**src/hdl/node_cfg_map.vh**
```
// Purpose: constants for the node configuration set
// Assumes: plain Verilog-2005
// Notes:   ranges, reset values and encodings
`ifndef NODE_CFG_MAP_VH
`define NODE_CFG_MAP_VH
`define PASSIVE_PAIRS_MAX     5'd31
`define WAKE_REPEATS_MIN_TX   6'h02
`define LAST_MINISLOT_MAX     13'd7988
`define OFFSET_BEGIN_MIN      14'd7
`define OFFSET_BEGIN_MAX      14'd15999
`define HOST_ADJ_MAX          5'd28
`define OFFSET_LIMIT_MIN      15'd15
`define OFFSET_LIMIT_MAX      15'd16082
`define RATE_LIMIT_MIN        12'd3
`define RATE_LIMIT_MAX        12'd3846
`define DELAY_COMP_MIN        8'd4
`define DELAY_COMP_MAX        8'd211
`define INIT_OFFSET_MAX       8'd239
`define TICKS_CYCLE_MIN       21'd960
`define TICKS_CYCLE_MAX       21'd1280000
`define LISTEN_MIN            22'd1926
`define LISTEN_MAX            22'd2567692
`define CH_A                  2'b01
`define CH_B                  2'b10
`define ERR_BITS              4
`define ERR_SINK_TWO_SLOT     0
`define ERR_STARTUP_SYNC      1
`define ERR_TWO_SLOT_USE      2
`define ERR_WAKE_CHANNEL      3
`endif

```
**src/hdl/node_protocol_config_set.v**
```verilog
// Purpose: per-node configuration set and its behavioural effects
// Assumes: host holds cfg stable; events are one-cycle pulses
// Notes:   sync_lost / clock_error are same-clock pulses
`timescale 1ns/1ps
`default_nettype none
`include "node_cfg_map.vh"
module node_protocol_config_set
(
  input  wire        clock,
  input  wire        sys_rst,
  input  wire        halt_on_clock_error_en,
  input  wire [4:0]  passive_recovery_pairs,
  input  wire        gateway_sink_sync,
  input  wire        local_clock_fallback,
  input  wire [10:0] primary_startup_slot_id,
  input  wire [10:0] secondary_startup_slot_id,
  input  wire        single_slot_mode_en,
  input  wire        slot_carries_startup,
  input  wire        slot_carries_sync,
  input  wire        dual_slot_coldstart,
  input  wire [12:0] last_dyn_tx_minislot,
  input  wire [5:0]  wake_symbol_repeats,
  input  wire [1:0]  wake_tx_channel,
  input  wire [1:0]  connected_channels,
  input  wire        netmgmt_early_refresh,
  input  wire [13:0] offset_phase_begin,
  input  wire [4:0]  host_offset_adjust,
  input  wire [4:0]  host_rate_adjust,
  input  wire        samples_per_tick,
  input  wire [14:0] offset_adjust_limit,
  input  wire [11:0] rate_adjust_limit,
  input  wire [7:0]  rx_delay_comp_a,
  input  wire [7:0]  rx_delay_comp_b,
  input  wire [7:0]  initial_tick_offset_a,
  input  wire [7:0]  initial_tick_offset_b,
  input  wire [20:0] ticks_per_cycle,
  input  wire [21:0] listen_timeout,
  input  wire        config_exit_req,
  input  wire        clock_error,
  input  wire        sync_lost,
  input  wire        pair_done,
  input  wire        pair_valid,
  input  wire        startup_done,
  input  wire        wake_send_enter,
  input  wire        wake_symbol_done,
  input  wire        static_end,
  input  wire        idle_time_end,
  input  wire [13:0] macrotick_count,
  input  wire [12:0] minislot_count,
  input  wire [1:0]  host_offset_cmd,
  input  wire [1:0]  host_rate_cmd,
  input  wire [15:0] offset_corr_in,
  input  wire [12:0] rate_corr_in,
  output reg         config_done_q,
  output reg  [3:0]  config_error_q,
  output reg  [1:0]  poc_state_q,
  output reg         local_clock_mode_q,
  output reg         single_slot_mode_q,
  output reg         primary_slot_used_q,
  output reg         secondary_slot_used_q,
  output wire        dyn_tx_allowed,
  output reg         wake_tx_active_q,
  output reg  [1:0]  wake_tx_lanes_q,
  output reg         netmgmt_update_q,
  output reg         offset_phase_q,
  output reg  [5:0]  host_offset_corr_q,
  output reg  [5:0]  host_rate_corr_q,
  output reg         dual_sample_q,
  output reg  [15:0] offset_corr_q,
  output reg  [12:0] rate_corr_q,
  output reg  [7:0]  rx_comp_a_q,
  output reg  [7:0]  rx_comp_b_q,
  output reg  [7:0]  init_off_a_q,
  output reg  [7:0]  init_off_b_q,
  output reg  [20:0] cycle_ticks_q,
  output reg  [21:0] listen_ticks_q
);
  localparam [1:0] ACTIVE_STATE  = 2'b00;
  localparam [1:0] PASSIVE_STATE = 2'b01;
  localparam [1:0] HALTED_STATE  = 2'b10;

  reg  [4:0]  pairs_q;
  reg  [5:0]  wake_left_q;
  reg  [3:0]  err_d;
  wire [15:0] off_mag;
  wire [12:0] rate_mag;

  // dependency check
  always @*
  begin
    err_d = 4'h0;
    err_d[`ERR_SINK_TWO_SLOT] = gateway_sink_sync & ~dual_slot_coldstart;
    err_d[`ERR_STARTUP_SYNC]  = slot_carries_startup & ~slot_carries_sync;
    err_d[`ERR_TWO_SLOT_USE]  = dual_slot_coldstart &
      ~(slot_carries_startup & slot_carries_sync);
    err_d[`ERR_WAKE_CHANNEL]  =
      ((wake_tx_channel != `CH_A) && (wake_tx_channel != `CH_B)) ||
      ((wake_tx_channel & connected_channels) == 2'b00);
  end

  always @(posedge clock)
  begin
    if (sys_rst)
    begin
      config_done_q  <= 1'b0;
      config_error_q <= 4'h0;
    end
    else if (!config_done_q && config_exit_req)
    begin
      config_error_q <= err_d;
      config_done_q  <= (err_d == 4'h0);
    end
  end

  // fault state
  always @(posedge clock)
  begin
    if (sys_rst)
    begin
      poc_state_q        <= ACTIVE_STATE;
      local_clock_mode_q <= 1'b0;
      pairs_q            <= 5'd0;
    end
    else
    begin
      case (poc_state_q)
        ACTIVE_STATE:
        begin
          if (clock_error)
            poc_state_q <= halt_on_clock_error_en ?
                           HALTED_STATE : PASSIVE_STATE;
          pairs_q <= 5'd0;
        end
        PASSIVE_STATE:
        begin
          if (clock_error && halt_on_clock_error_en)
            poc_state_q <= HALTED_STATE;
          else if (pair_done)
          begin
            if (!pair_valid || clock_error)
              pairs_q <= 5'd0;
            else if (passive_recovery_pairs != 5'd0 &&
                     pairs_q + 5'd1 >= passive_recovery_pairs)
            begin
              poc_state_q <= ACTIVE_STATE;
              pairs_q     <= 5'd0;
            end
            else
              pairs_q <= pairs_q + 5'd1;
          end
        end
        HALTED_STATE:
          poc_state_q <= HALTED_STATE;
        default:
          poc_state_q <= HALTED_STATE;
      endcase
      if (sync_lost && gateway_sink_sync && poc_state_q != HALTED_STATE)
      begin
        if (local_clock_fallback)
          local_clock_mode_q <= 1'b1;
        else
          poc_state_q <= HALTED_STATE;
      end
    end
  end

  assign dyn_tx_allowed = config_done_q &&
                          minislot_count <= last_dyn_tx_minislot;

  assign off_mag  = offset_corr_in[15] ? ~offset_corr_in + 16'h0001
                                       : offset_corr_in;
  assign rate_mag = rate_corr_in[12] ? ~rate_corr_in + 13'h0001
                                     : rate_corr_in;

  // wakeup pattern
  always @(posedge clock)
  begin
    if (sys_rst)
    begin
      wake_tx_active_q <= 1'b0;
      wake_tx_lanes_q  <= 2'b00;
      wake_left_q      <= 6'h00;
    end
    else if (wake_send_enter && wake_symbol_repeats >= `WAKE_REPEATS_MIN_TX)
    begin
      wake_tx_active_q <= 1'b1;
      wake_left_q      <= wake_symbol_repeats;
      wake_tx_lanes_q  <= wake_tx_channel & connected_channels;
    end
    else if (wake_tx_active_q && wake_symbol_done)
    begin
      wake_left_q <= wake_left_q - 6'h01;
      if (wake_left_q == 6'h01)
        wake_tx_active_q <= 1'b0;
    end
  end

  // host adjustments
  always @(posedge clock)
  begin
    if (sys_rst)
    begin
      host_offset_corr_q <= 6'h00;
      host_rate_corr_q   <= 6'h00;
    end
    else
    begin
      case (host_offset_cmd)
        2'b01: host_offset_corr_q <= {1'b0, host_offset_adjust};
        2'b10: host_offset_corr_q <= ~{1'b0, host_offset_adjust} + 6'h01;
        default: host_offset_corr_q <= 6'h00;
      endcase
      case (host_rate_cmd)
        2'b01: host_rate_corr_q <= {1'b0, host_rate_adjust};
        2'b10: host_rate_corr_q <= ~{1'b0, host_rate_adjust} + 6'h01;
        default: host_rate_corr_q <= 6'h00;
      endcase
    end
  end

  // correction clamps
  always @(posedge clock)
  begin
    if (sys_rst)
    begin
      offset_corr_q <= 16'h0000;
      rate_corr_q   <= 13'h0000;
    end
    else
    begin
      if (off_mag > {1'b0, offset_adjust_limit})
        offset_corr_q <= offset_corr_in[15] ?
          ~{1'b0, offset_adjust_limit} + 16'h0001 :
          {1'b0, offset_adjust_limit};
      else
        offset_corr_q <= offset_corr_in;
      if (rate_mag > {1'b0, rate_adjust_limit})
        rate_corr_q <= rate_corr_in[12] ?
          ~{1'b0, rate_adjust_limit} + 13'h0001 :
          {1'b0, rate_adjust_limit};
      else
        rate_corr_q <= rate_corr_in;
    end
  end

  always @(posedge clock)
  begin
    if (sys_rst)
    begin
      single_slot_mode_q    <= 1'b0;
      primary_slot_used_q   <= 1'b0;
      secondary_slot_used_q <= 1'b0;
      netmgmt_update_q      <= 1'b0;
      offset_phase_q        <= 1'b0;
      dual_sample_q         <= 1'b0;
      rx_comp_a_q           <= `DELAY_COMP_MIN;
      rx_comp_b_q           <= `DELAY_COMP_MIN;
      init_off_a_q          <= 8'h00;
      init_off_b_q          <= 8'h00;
      cycle_ticks_q         <= `TICKS_CYCLE_MIN;
      listen_ticks_q        <= `LISTEN_MIN;
    end
    else
    begin
      primary_slot_used_q   <= primary_startup_slot_id != 11'h000;
      secondary_slot_used_q <= dual_slot_coldstart &&
                               secondary_startup_slot_id != 11'h000;
      if (startup_done && single_slot_mode_en)
        single_slot_mode_q <= 1'b1;
      netmgmt_update_q <= netmgmt_early_refresh ? static_end
                                                : idle_time_end;
      offset_phase_q <= macrotick_count >= offset_phase_begin;
      dual_sample_q <= samples_per_tick;
      rx_comp_a_q    <= rx_delay_comp_a;
      rx_comp_b_q    <= rx_delay_comp_b;
      init_off_a_q   <= initial_tick_offset_a;
      init_off_b_q   <= initial_tick_offset_b;
      cycle_ticks_q  <= ticks_per_cycle;
      listen_ticks_q <= listen_timeout;
    end
  end
endmodule // node_protocol_config_set
`default_nettype wire

```
**config.mk**
```make
export PLATFORM = sky130hd
export DESIGN_NAME = node_protocol_config_set
export DESIGN_NICKNAME = d
export VERILOG_FILES = /design/src/hdl/node_protocol_config_set.v
export VERILOG_INCLUDE_DIRS = /design/src /design/src/hdl
export SDC_FILE = /design/constraint.sdc
export NUM_CORES = 1
export LEC_CHECK = 0
export ABC_AREA = 1
export ABC_CLOCK_PERIOD_IN_PS = 3700
export BUFFER_PORTS_ARGS = -buffer_cell sky130_fd_sc_hd__buf_2
export CORE_UTILIZATION = 32
export CTS_CLUSTER_DIAMETER = 200
export DETAILED_ROUTE_END_ITERATION = 16
export PLACE_DENSITY = 0.58
export SYNTH_ARGS = -nofsm -noshare
export SYNTH_HDL_FRONTEND = slang
export SYNTH_SLANG_ARGS = --single-unit
```
**constraint.sdc**
```tcl
create_clock -name clock -period 3.7 [get_ports clock]
set_clock_uncertainty 0.2 [all_clocks]
set_input_delay 0.37 -clock clock [delete_from_list [all_inputs] [get_ports clock]]
set_output_delay 0.37 -clock clock [all_outputs]
set_load 0.005 [all_outputs]
```
==> summary.txt, run 1 <==
Status -> completed
Final instance area -> 11,800 um2
CTS tree -> yes
Worst Setup SP -> offset_corr_in[0]
Ys Warns -> 0
Reg2Reg Capture Point -> pairs_q[3]
Slew Limit Fails -> 0
Setup TNS Final -> 0 ns
IO Port Bufs -> 390
Resized Gates After CTS -> 0
DR vias -> 8,639
Post-Syn Area per Cell -> 7.17 um2
Starting Density -> 33.0%
CTS hold repair buffers -> 83
Fill cells -> 2,492
GRT overflow -> 0
Area of the mapped netlist -> 8110 um2
Type of destination of the critical path -> register
Placed Area -> 10,400 um2
CP endpoint -> offset_corr_q[15]
Synth cell count leaders -> 217 x inv_1, 193 x nand2_1, 158 x nor2_1
DRC errors left -> 0
Htree depth -> 4
# Post-CTS Setup Buffers -> 0
NetSw -> 1330 uW
Clock insertion delay at the later pin of the skew report -> 0.41 ns
Worst hold path type -> primary input to register
Mux cell area share after synthesis -> 0%
Wirelength per Cell -> 13.8 um
Leak -> 0.00664 uW
Worst-path maximum fanout -> 25
Critical path data required time -> 3.81 ns
Main flop type after synthesis -> dfxtp_1
Final std cells w/o fill -> 1,940
Routed wire length -> 26.7 mm
Most used routing layer -> met2
Period utilisation layout -> 83.9%
Die W -> 161 um
#FFs+latches synth -> 144
Top cell type's share of synthesized area -> 35.5%
Area delta synth->final -> 45.1%
Cell taking the most area after synthesis -> dfxtp_1
Critical Path Start Type -> primary input
Grt met1 use -> 23.0%
Iteration-0 DRC Markers -> 390
Min Tclk post-route -> 3.10 ns
Adder-cell share of the synthesized area -> 11.1%
Total Routing Usage GR -> 19.9%
Netlist cell types -> 49
Switching share of power -> 30.7%
Reg2Reg Setup Slack -> 1.43 ns
Post-DRT Antenna Nets -> 0
Max_cap viols -> 0
Syn Nets -> 1,460
# nets final -> 1,931
XOR/XNOR Fraction of Synth Area -> 4.86%
Vias in the first global route -> 8,234
Clock sinks -> 144
Endpoints failing setup -> 0
Register area share after synthesis -> 35.5%
Full die area -> 26,000 um2
Die height -> 161 um
Synth area leaders -> dfxtp_1 36%, ha_1 11%, inv_1 10%, nand2_1 8.9%, nor2_1 7.3%
Power Dens Cells -> 367 nW/um2
Largest net degree at the start of global routing -> 102
Antenna violations before repair -> 1
Hpwl dp -> 20.7 mm
TritonRoute pass-1 iters -> 5
Dominant cell by count in the synthesized netlist -> inv_1
Number of flops mapped to enable cells by yosys -> 0
Worst hold slack -> 0.0162 ns
Clk pwr share -> 38.9%
GPL Wtd Cong -> 0.886
Reg clk slew, reported paths -> 0.07 ns
Max Clk Rate -> 0.322 GHz
Critical path class -> primary input to register
R2R Path Start -> pairs_q[0]
GRT met2 Usage -> 36.3%
TritonCTS Buffers -> 17
Total Power -> 4320 uW
Ports -> 391
R2R depth -> 11
Post-Synth Simple-Gate Area -> 26.9%
Via density -> 4.45
Comb power frac -> 22.0%
Peak VDD IR -> 0.189 mV
Core Region -> 24,600 um2
First-pass GRT wire length -> 40.9 mm
Int Pwr -> 3000 uW
Root Buffer -> clkbuf_16
Slew headroom -> 23.0%
Ys async rst share -> 0%
Reg power frac -> 39.1%
Gate Count Post-Synth -> 1,131
Layout cells sized above 1 -> 29.6%
CP arrival -> 3.22 ns
Slew @ Worst Pin -> 1.15 ns
Longest Clk Path Bufs -> 2
Rows -> 57
Dpl cells -> 1,824
Hold Vio Cnt, Final -> 0
GR Layer Usage met3 -> 3.67%
Compound-Gate Fraction of Synth Area -> 9.26%
RSZ-0062 raised after global routing -> no
Largest family of logic cells by synthesized area -> simple AND/OR/NAND/NOR gates
==> stage by stage <==
stage / worst slack [ns] / utilization [%]
after floorplan: 0.791 / -
after global placement: 0.271 / 42.1
after detailed placement: 0.175 / 42.1
after CTS: 0.620 / 47.8
after global routing: 0.273 / 47.8
final: 0.596 / 47.8
==> critical path, stage by stage <==
cell and delay, ns:
buf_2 0.11, inv_1 0.10, ha_1 0.17, inv_1 0.06, nor2_1 0.14, nand3_1 0.11
nor2_1 0.22, nand4_1 0.14, o21ai_0 0.22, xor2_1 0.10, ha_1 0.30, and3_1 0.17
nand2_1 0.06, nor2_2 0.16, nand3_2 0.11, nand2_4 0.27, nand2_2 0.18, o21ai_1 0.17
inv_1 0.05
==> placed cells by master (no fill, tap or decap), drive strengths merged, types with 5 or more instances in the layout <==
cell type,count
nand3b,12
dlygate4sd3,83
nand3,57
clkinv,6
a21oi,73
xor2,42
buf,396
clkbuf,18
nand2,198
nor3,15
dfxtp,144
inv,228
o211ai,5
ha,72
nor2,169
or2,13
o21ai,36
nand4,12
==> layout make-up <==
class | count | area (um2) | share of cell area (%)
Antenna cell | 1 | 2.50 | 0.0213
Clock buffer | 18 | 439 | 3.73
Clock inverter | 14 | 129 | 1.09
Inverter | 224 | 841 | 7.14
Multi-Input combinational cell | 736 | 4230 | 35.9
Sequential cell | 144 | 2880 | 24.5
Tap cell | 324 | 405 | 3.44
Timing Repair Buffer | 479 | 2840 | 24.2
==> power by group through the flow <==
| stage | sequential, uW | combinational (uW) | clock, uW |
|---|---|---|---|
| 2_1_floorplan | 1740 | 494 | 0 |
| 3_3_place_gp | 1730 | 865 | 0 |
| 3_5_place_dp | 1730 | 875 | 0 |
| 4_1_cts | 1690 | 952 | 1740 |
| 5_1_grt | 1700 | 1070 | 1790 |
| 6_report | 1690 | 950 | 1680 |
==> worst min path at each step <==
stage,start,endpoint,slack (ns),cells after the start
final,local_clock_fallback,local_clock_mode_q,0.02,3
after global routing,host_rate_adjust[1],host_rate_corr_q[1],0.01,3
after CTS,rate_corr_in[0],rate_corr_q[0],0.0005,3
after detailed placement,local_clock_mode_q,local_clock_mode_q,0.25,2
after global placement,local_clock_mode_q,local_clock_mode_q,0.24,2
after floorplan,local_clock_mode_q,local_clock_mode_q,0.25,2
==> metal layers <==
layer / routed length (um) / vias up
met5: 0 / -
met4: 596 / 0
met3: 1420 / 41
met2: 13400 / 285
met1: 11300 / 3849
li1: - / 4464
==> logic make-up after synthesis <==
| logic type | after synthesis |
|---|---|
| simple gates | 483 |
| buf+inv | 251 |
| flops | 144 |
| compound gates | 136 |
| fa+ha+maj | 72 |
| xor+xnor | 45 |
==> sequential cells by signal, indices dropped and copies added, names as in the netlist, 2 cells and up <==
| register | count |
|---|---|
| pairs_q | 5 |
| poc_state_q | 2 |
| host_offset_corr_q | 6 |
| init_off_b_q | 8 |
| rx_comp_a_q | 8 |
| cycle_ticks_q | 21 |
| wake_left_q | 6 |
| config_error_q | 4 |
| offset_corr_q | 16 |
| host_rate_corr_q | 6 |
| listen_ticks_q | 22 |
| init_off_a_q | 8 |
| wake_tx_lanes_q | 2 |
| rx_comp_b_q | 8 |
| rate_corr_q | 13 |
(Power assumes the default switching activity.)
==> run 2: changes to the inputs <==
--- a/config.mk
+++ b/config.mk
@@ -7,12 +7,12 @@
 export NUM_CORES = 1
 export LEC_CHECK = 0
 export ABC_AREA = 1
-export ABC_CLOCK_PERIOD_IN_PS = 3700
+export ABC_CLOCK_PERIOD_IN_PS = 2700
 export BUFFER_PORTS_ARGS = -buffer_cell sky130_fd_sc_hd__buf_2
 export CORE_UTILIZATION = 32
 export CTS_CLUSTER_DIAMETER = 200
 export DETAILED_ROUTE_END_ITERATION = 16
-export PLACE_DENSITY = 0.58
+export PLACE_DENSITY = 0.6
 export SYNTH_ARGS = -nofsm -noshare
 export SYNTH_HDL_FRONTEND = slang
 export SYNTH_SLANG_ARGS = --single-unit
==> constraint.sdc (replaced) <==
create_clock -name clock -period 2.7 [get_ports clock]
set_clock_uncertainty 0.2 [all_clocks]
set_input_delay 0.27 -clock clock [delete_from_list [all_inputs] [get_ports clock]]
set_output_delay 0.27 -clock clock [all_outputs]
set_load 0.005 [all_outputs]
==> run 2 against run 1 <==
Compared with the run above: cell count increased by 3.7%; via count rose by 3.6%; worst setup slack got worse by 0.49 ns; critical endpoint is now rate_corr_q[7]; largest cell class unchanged; largest power group unchanged.
==> summary.txt, run 2 (same netlist as run 1, synthesis figures left out) <==
Endpoints failing setup -> 0 (unchanged)
Reg clk slew, reported paths -> 0.06 ns (about the same)
Longest Clk Path Bufs -> 2 (unchanged)
TritonCTS Buffers -> 17 (unchanged)
Die height -> 161 um (unchanged)
Storage cell area -> 2880 um2 (unchanged)
Worst hold slack -> 0.0209 ns (+0.00470 ns)
Commonest cells after routing, fill and taps aside -> 388 x buf_2, 213 x inv_1, 186 x nand2_1, 155 x nor2_1, 144 x dfxtp_1
Setup TNS Final -> 0 ns (unchanged)
Total Routing Usage GR -> 20.3% (+0.41 points)
Post-DRT Antenna Nets -> 0 (unchanged)
Ports -> 391 (unchanged)
Slew @ Worst Pin -> 0.440 ns (-0.714 ns)
Hpwl dp -> 21.0 mm (+1.3%)
Max_cap viols -> 0 (unchanged)
Htree depth -> 4 (unchanged)
GPL Wtd Cong -> 0.909 (+2.5%)
Commonest non-fill, non-tap cell in the layout -> buf_2
Worst-path maximum fanout -> 10 (-60%)
TritonRoute pass-1 iters -> 4 (-1)
Root Buffer -> clkbuf_16
Layout cells sized above 1 -> 32.2% (+2.6 points)
Area taken by multi-input logic gates -> 4410 um2 (+4.2%)
Slew Limit Fails -> 0 (unchanged)
Top delay family on crit path -> buffers and inverters
CP max-delay cell -> dlygate4sd3_1
Min Tclk post-route -> 2.60 ns
Period utilisation layout -> 96.2%
DRC errors left -> 0 (unchanged)
Largest net degree at the start of global routing -> 40 (-61%)
Status -> completed
Power Dens Cells -> 482 nW/um2 (+31%)
Via density -> 4.45 (-0.11%)
Peak VDD IR -> 0.331 mV (+75%)
Wirelength per Cell -> 13.5 um (-2.3%)
Area delta synth->final -> 55.7%
GRT overflow -> 0 (unchanged)
Die W -> 161 um (unchanged)
CTS tree -> yes
Crit path buffers/inverters -> 5 (+1)
Leak -> 0.00701 uW (+5.5%)
Slew headroom -> 70.7% (+48 points)
Worst hold path type -> primary input to register
Routed wire length -> 27.1 mm (+1.4%)
Vias in the first global route -> 8,661 (+5.2%)
Final std cells w/o fill -> 2,012 (+3.7%)
# nets final -> 2,001 (+3.6%)
Hold Vio Cnt, Final -> 0 (unchanged)
Met1 Routed Length -> 11.4 mm (+0.74%)
Routed wl met2 -> 13.6 mm (+1.9%)
Critical path data required time -> 2.78 ns (-1.03 ns)
Dpl cells -> 1,857 (+1.8%)
Rows -> 57 (unchanged)
CP arrival -> 2.68 ns (-0.54 ns)
DR top layer -> met4
DR vias -> 8,950 (+3.6%)
Critical Path Start Type -> primary input
Full die area -> 26,000 um2 (unchanged)
Critical path class -> primary input to register
Antenna violations before repair -> 3 (+2)
Core Region -> 24,600 um2 (unchanged)
Starting Density -> 33.0% (unchanged)
Top flop regs -> listen_ticks_q (22), cycle_ticks_q (21), offset_corr_q (16)
IO Port Bufs -> 390 (unchanged)
Iteration-0 DRC Markers -> 396 (+1.5%)
Metal3 WL -> 1.30 mm (-8.5%)
Top reg by flops -> listen_ticks_q
First-pass GRT wire length -> 41.9 mm (+2.6%)
Ordered list of cells on the worst path -> dlygate4sd3_1 > buf_2 > inv_2 > nand2_2 > nor3_4 > a21oi_2 > xor2_1 > ha_1 > a21oi_2 > nor2_1 > nor2_1 > nand2_1 > inv_2 > nand2_4 > buf_12 > nand2_8 > nand2_1 > nand2_1 > nor2_1
Fill cells -> 2,413 (-3.2%)
Clock sinks -> 144 (unchanged)
Clock insertion delay at the later pin of the skew report -> 0.41 ns (about the same)
Max Clk Rate -> 0.385 GHz
Max reg flops -> 22 (unchanged)
Type of destination of the critical path -> register
Worst stage delay on the critical path -> 0.53 ns (+0.23 ns)
[run 2: cell count changes in the layout (fill, tap and decap cells not counted), sizes merged]
cell,before,now
diode,1,3
dlymetal6s4s,0,1
clkinv,6,4
clkinvlp,4,3
buf,396,429
inv,228,232
dlygate4sd3,83,118
[run 2: routing by layer]
metal | vias to the layer above | global-route usage [%]
met3 | 52 | 3.75
met4 | 0 | 7.89
li1 | 4626 | -
met1 | 4000 | 23.1
met5 | - | 0
met2 | 272 | 37.3
[run 2: layout make-up]
cell class | count | area share, %
clock inverter | 15 | 1.12
timing repair buffer | 549 | 27.8
clock buffer | 17 | 3.37
sequential | 144 | 22.8
multi-input combinational | 736 | 34.9
antenna | 3 | 0.0594
tap | 324 | 3.21
inverter | 224 | 6.70
[run 2: tightest hold or removal path: stages]
cell,delay (ns)
buf_2,0.11
nand2_1,0.06
o221ai_1,0.06
nand2_1,0.05
inv_1,0.04
[run 2: path summary, 6_finish.rpt]
path                                        startpoint                  to  slack, ns  depth (start not counted)
worst max register to register              pairs_q[0]          pairs_q[1]       0.44                         11
worst min register to register      local_clock_mode_q  local_clock_mode_q       0.25                          2
worst max-delay path                   rate_corr_in[6]      rate_corr_q[7]       0.10                         19
worst min-delay path            wake_symbol_repeats[4]      wake_left_q[4]       0.02                          5
[run 2: per-stage QoR]
step	utilization (%)	cell area, um2	worst slack, ns	total power (uW)
after CTS	50.9	12500	0.0662	6140
after global routing	51.3	12600	-0.0272	6440
after global placement	43.7	10800	-0.314	3650
final	51.3	12600	0.101	6080
after detailed placement	43.7	10800	-0.373	3660
after floorplan	-	8240	0.00583	3090
[run 2: timing repair]
action,4_1_cts,5_1_grt
setup endpoints to repair,0,29
setup buffers,0,1
hold buffers,119,0
endpoints found under the hold margin,114,0
gates resized for setup,0,20
[run 2: power breakdown]
| part | switching [uW] | internal [uW] |
|---|---|---|
| Sequential | 51.2 | 2270 |
| Combinational | 753 | 723 |
| Clock | 1060 | 1230 |
| Total | 1870 | 4220 |
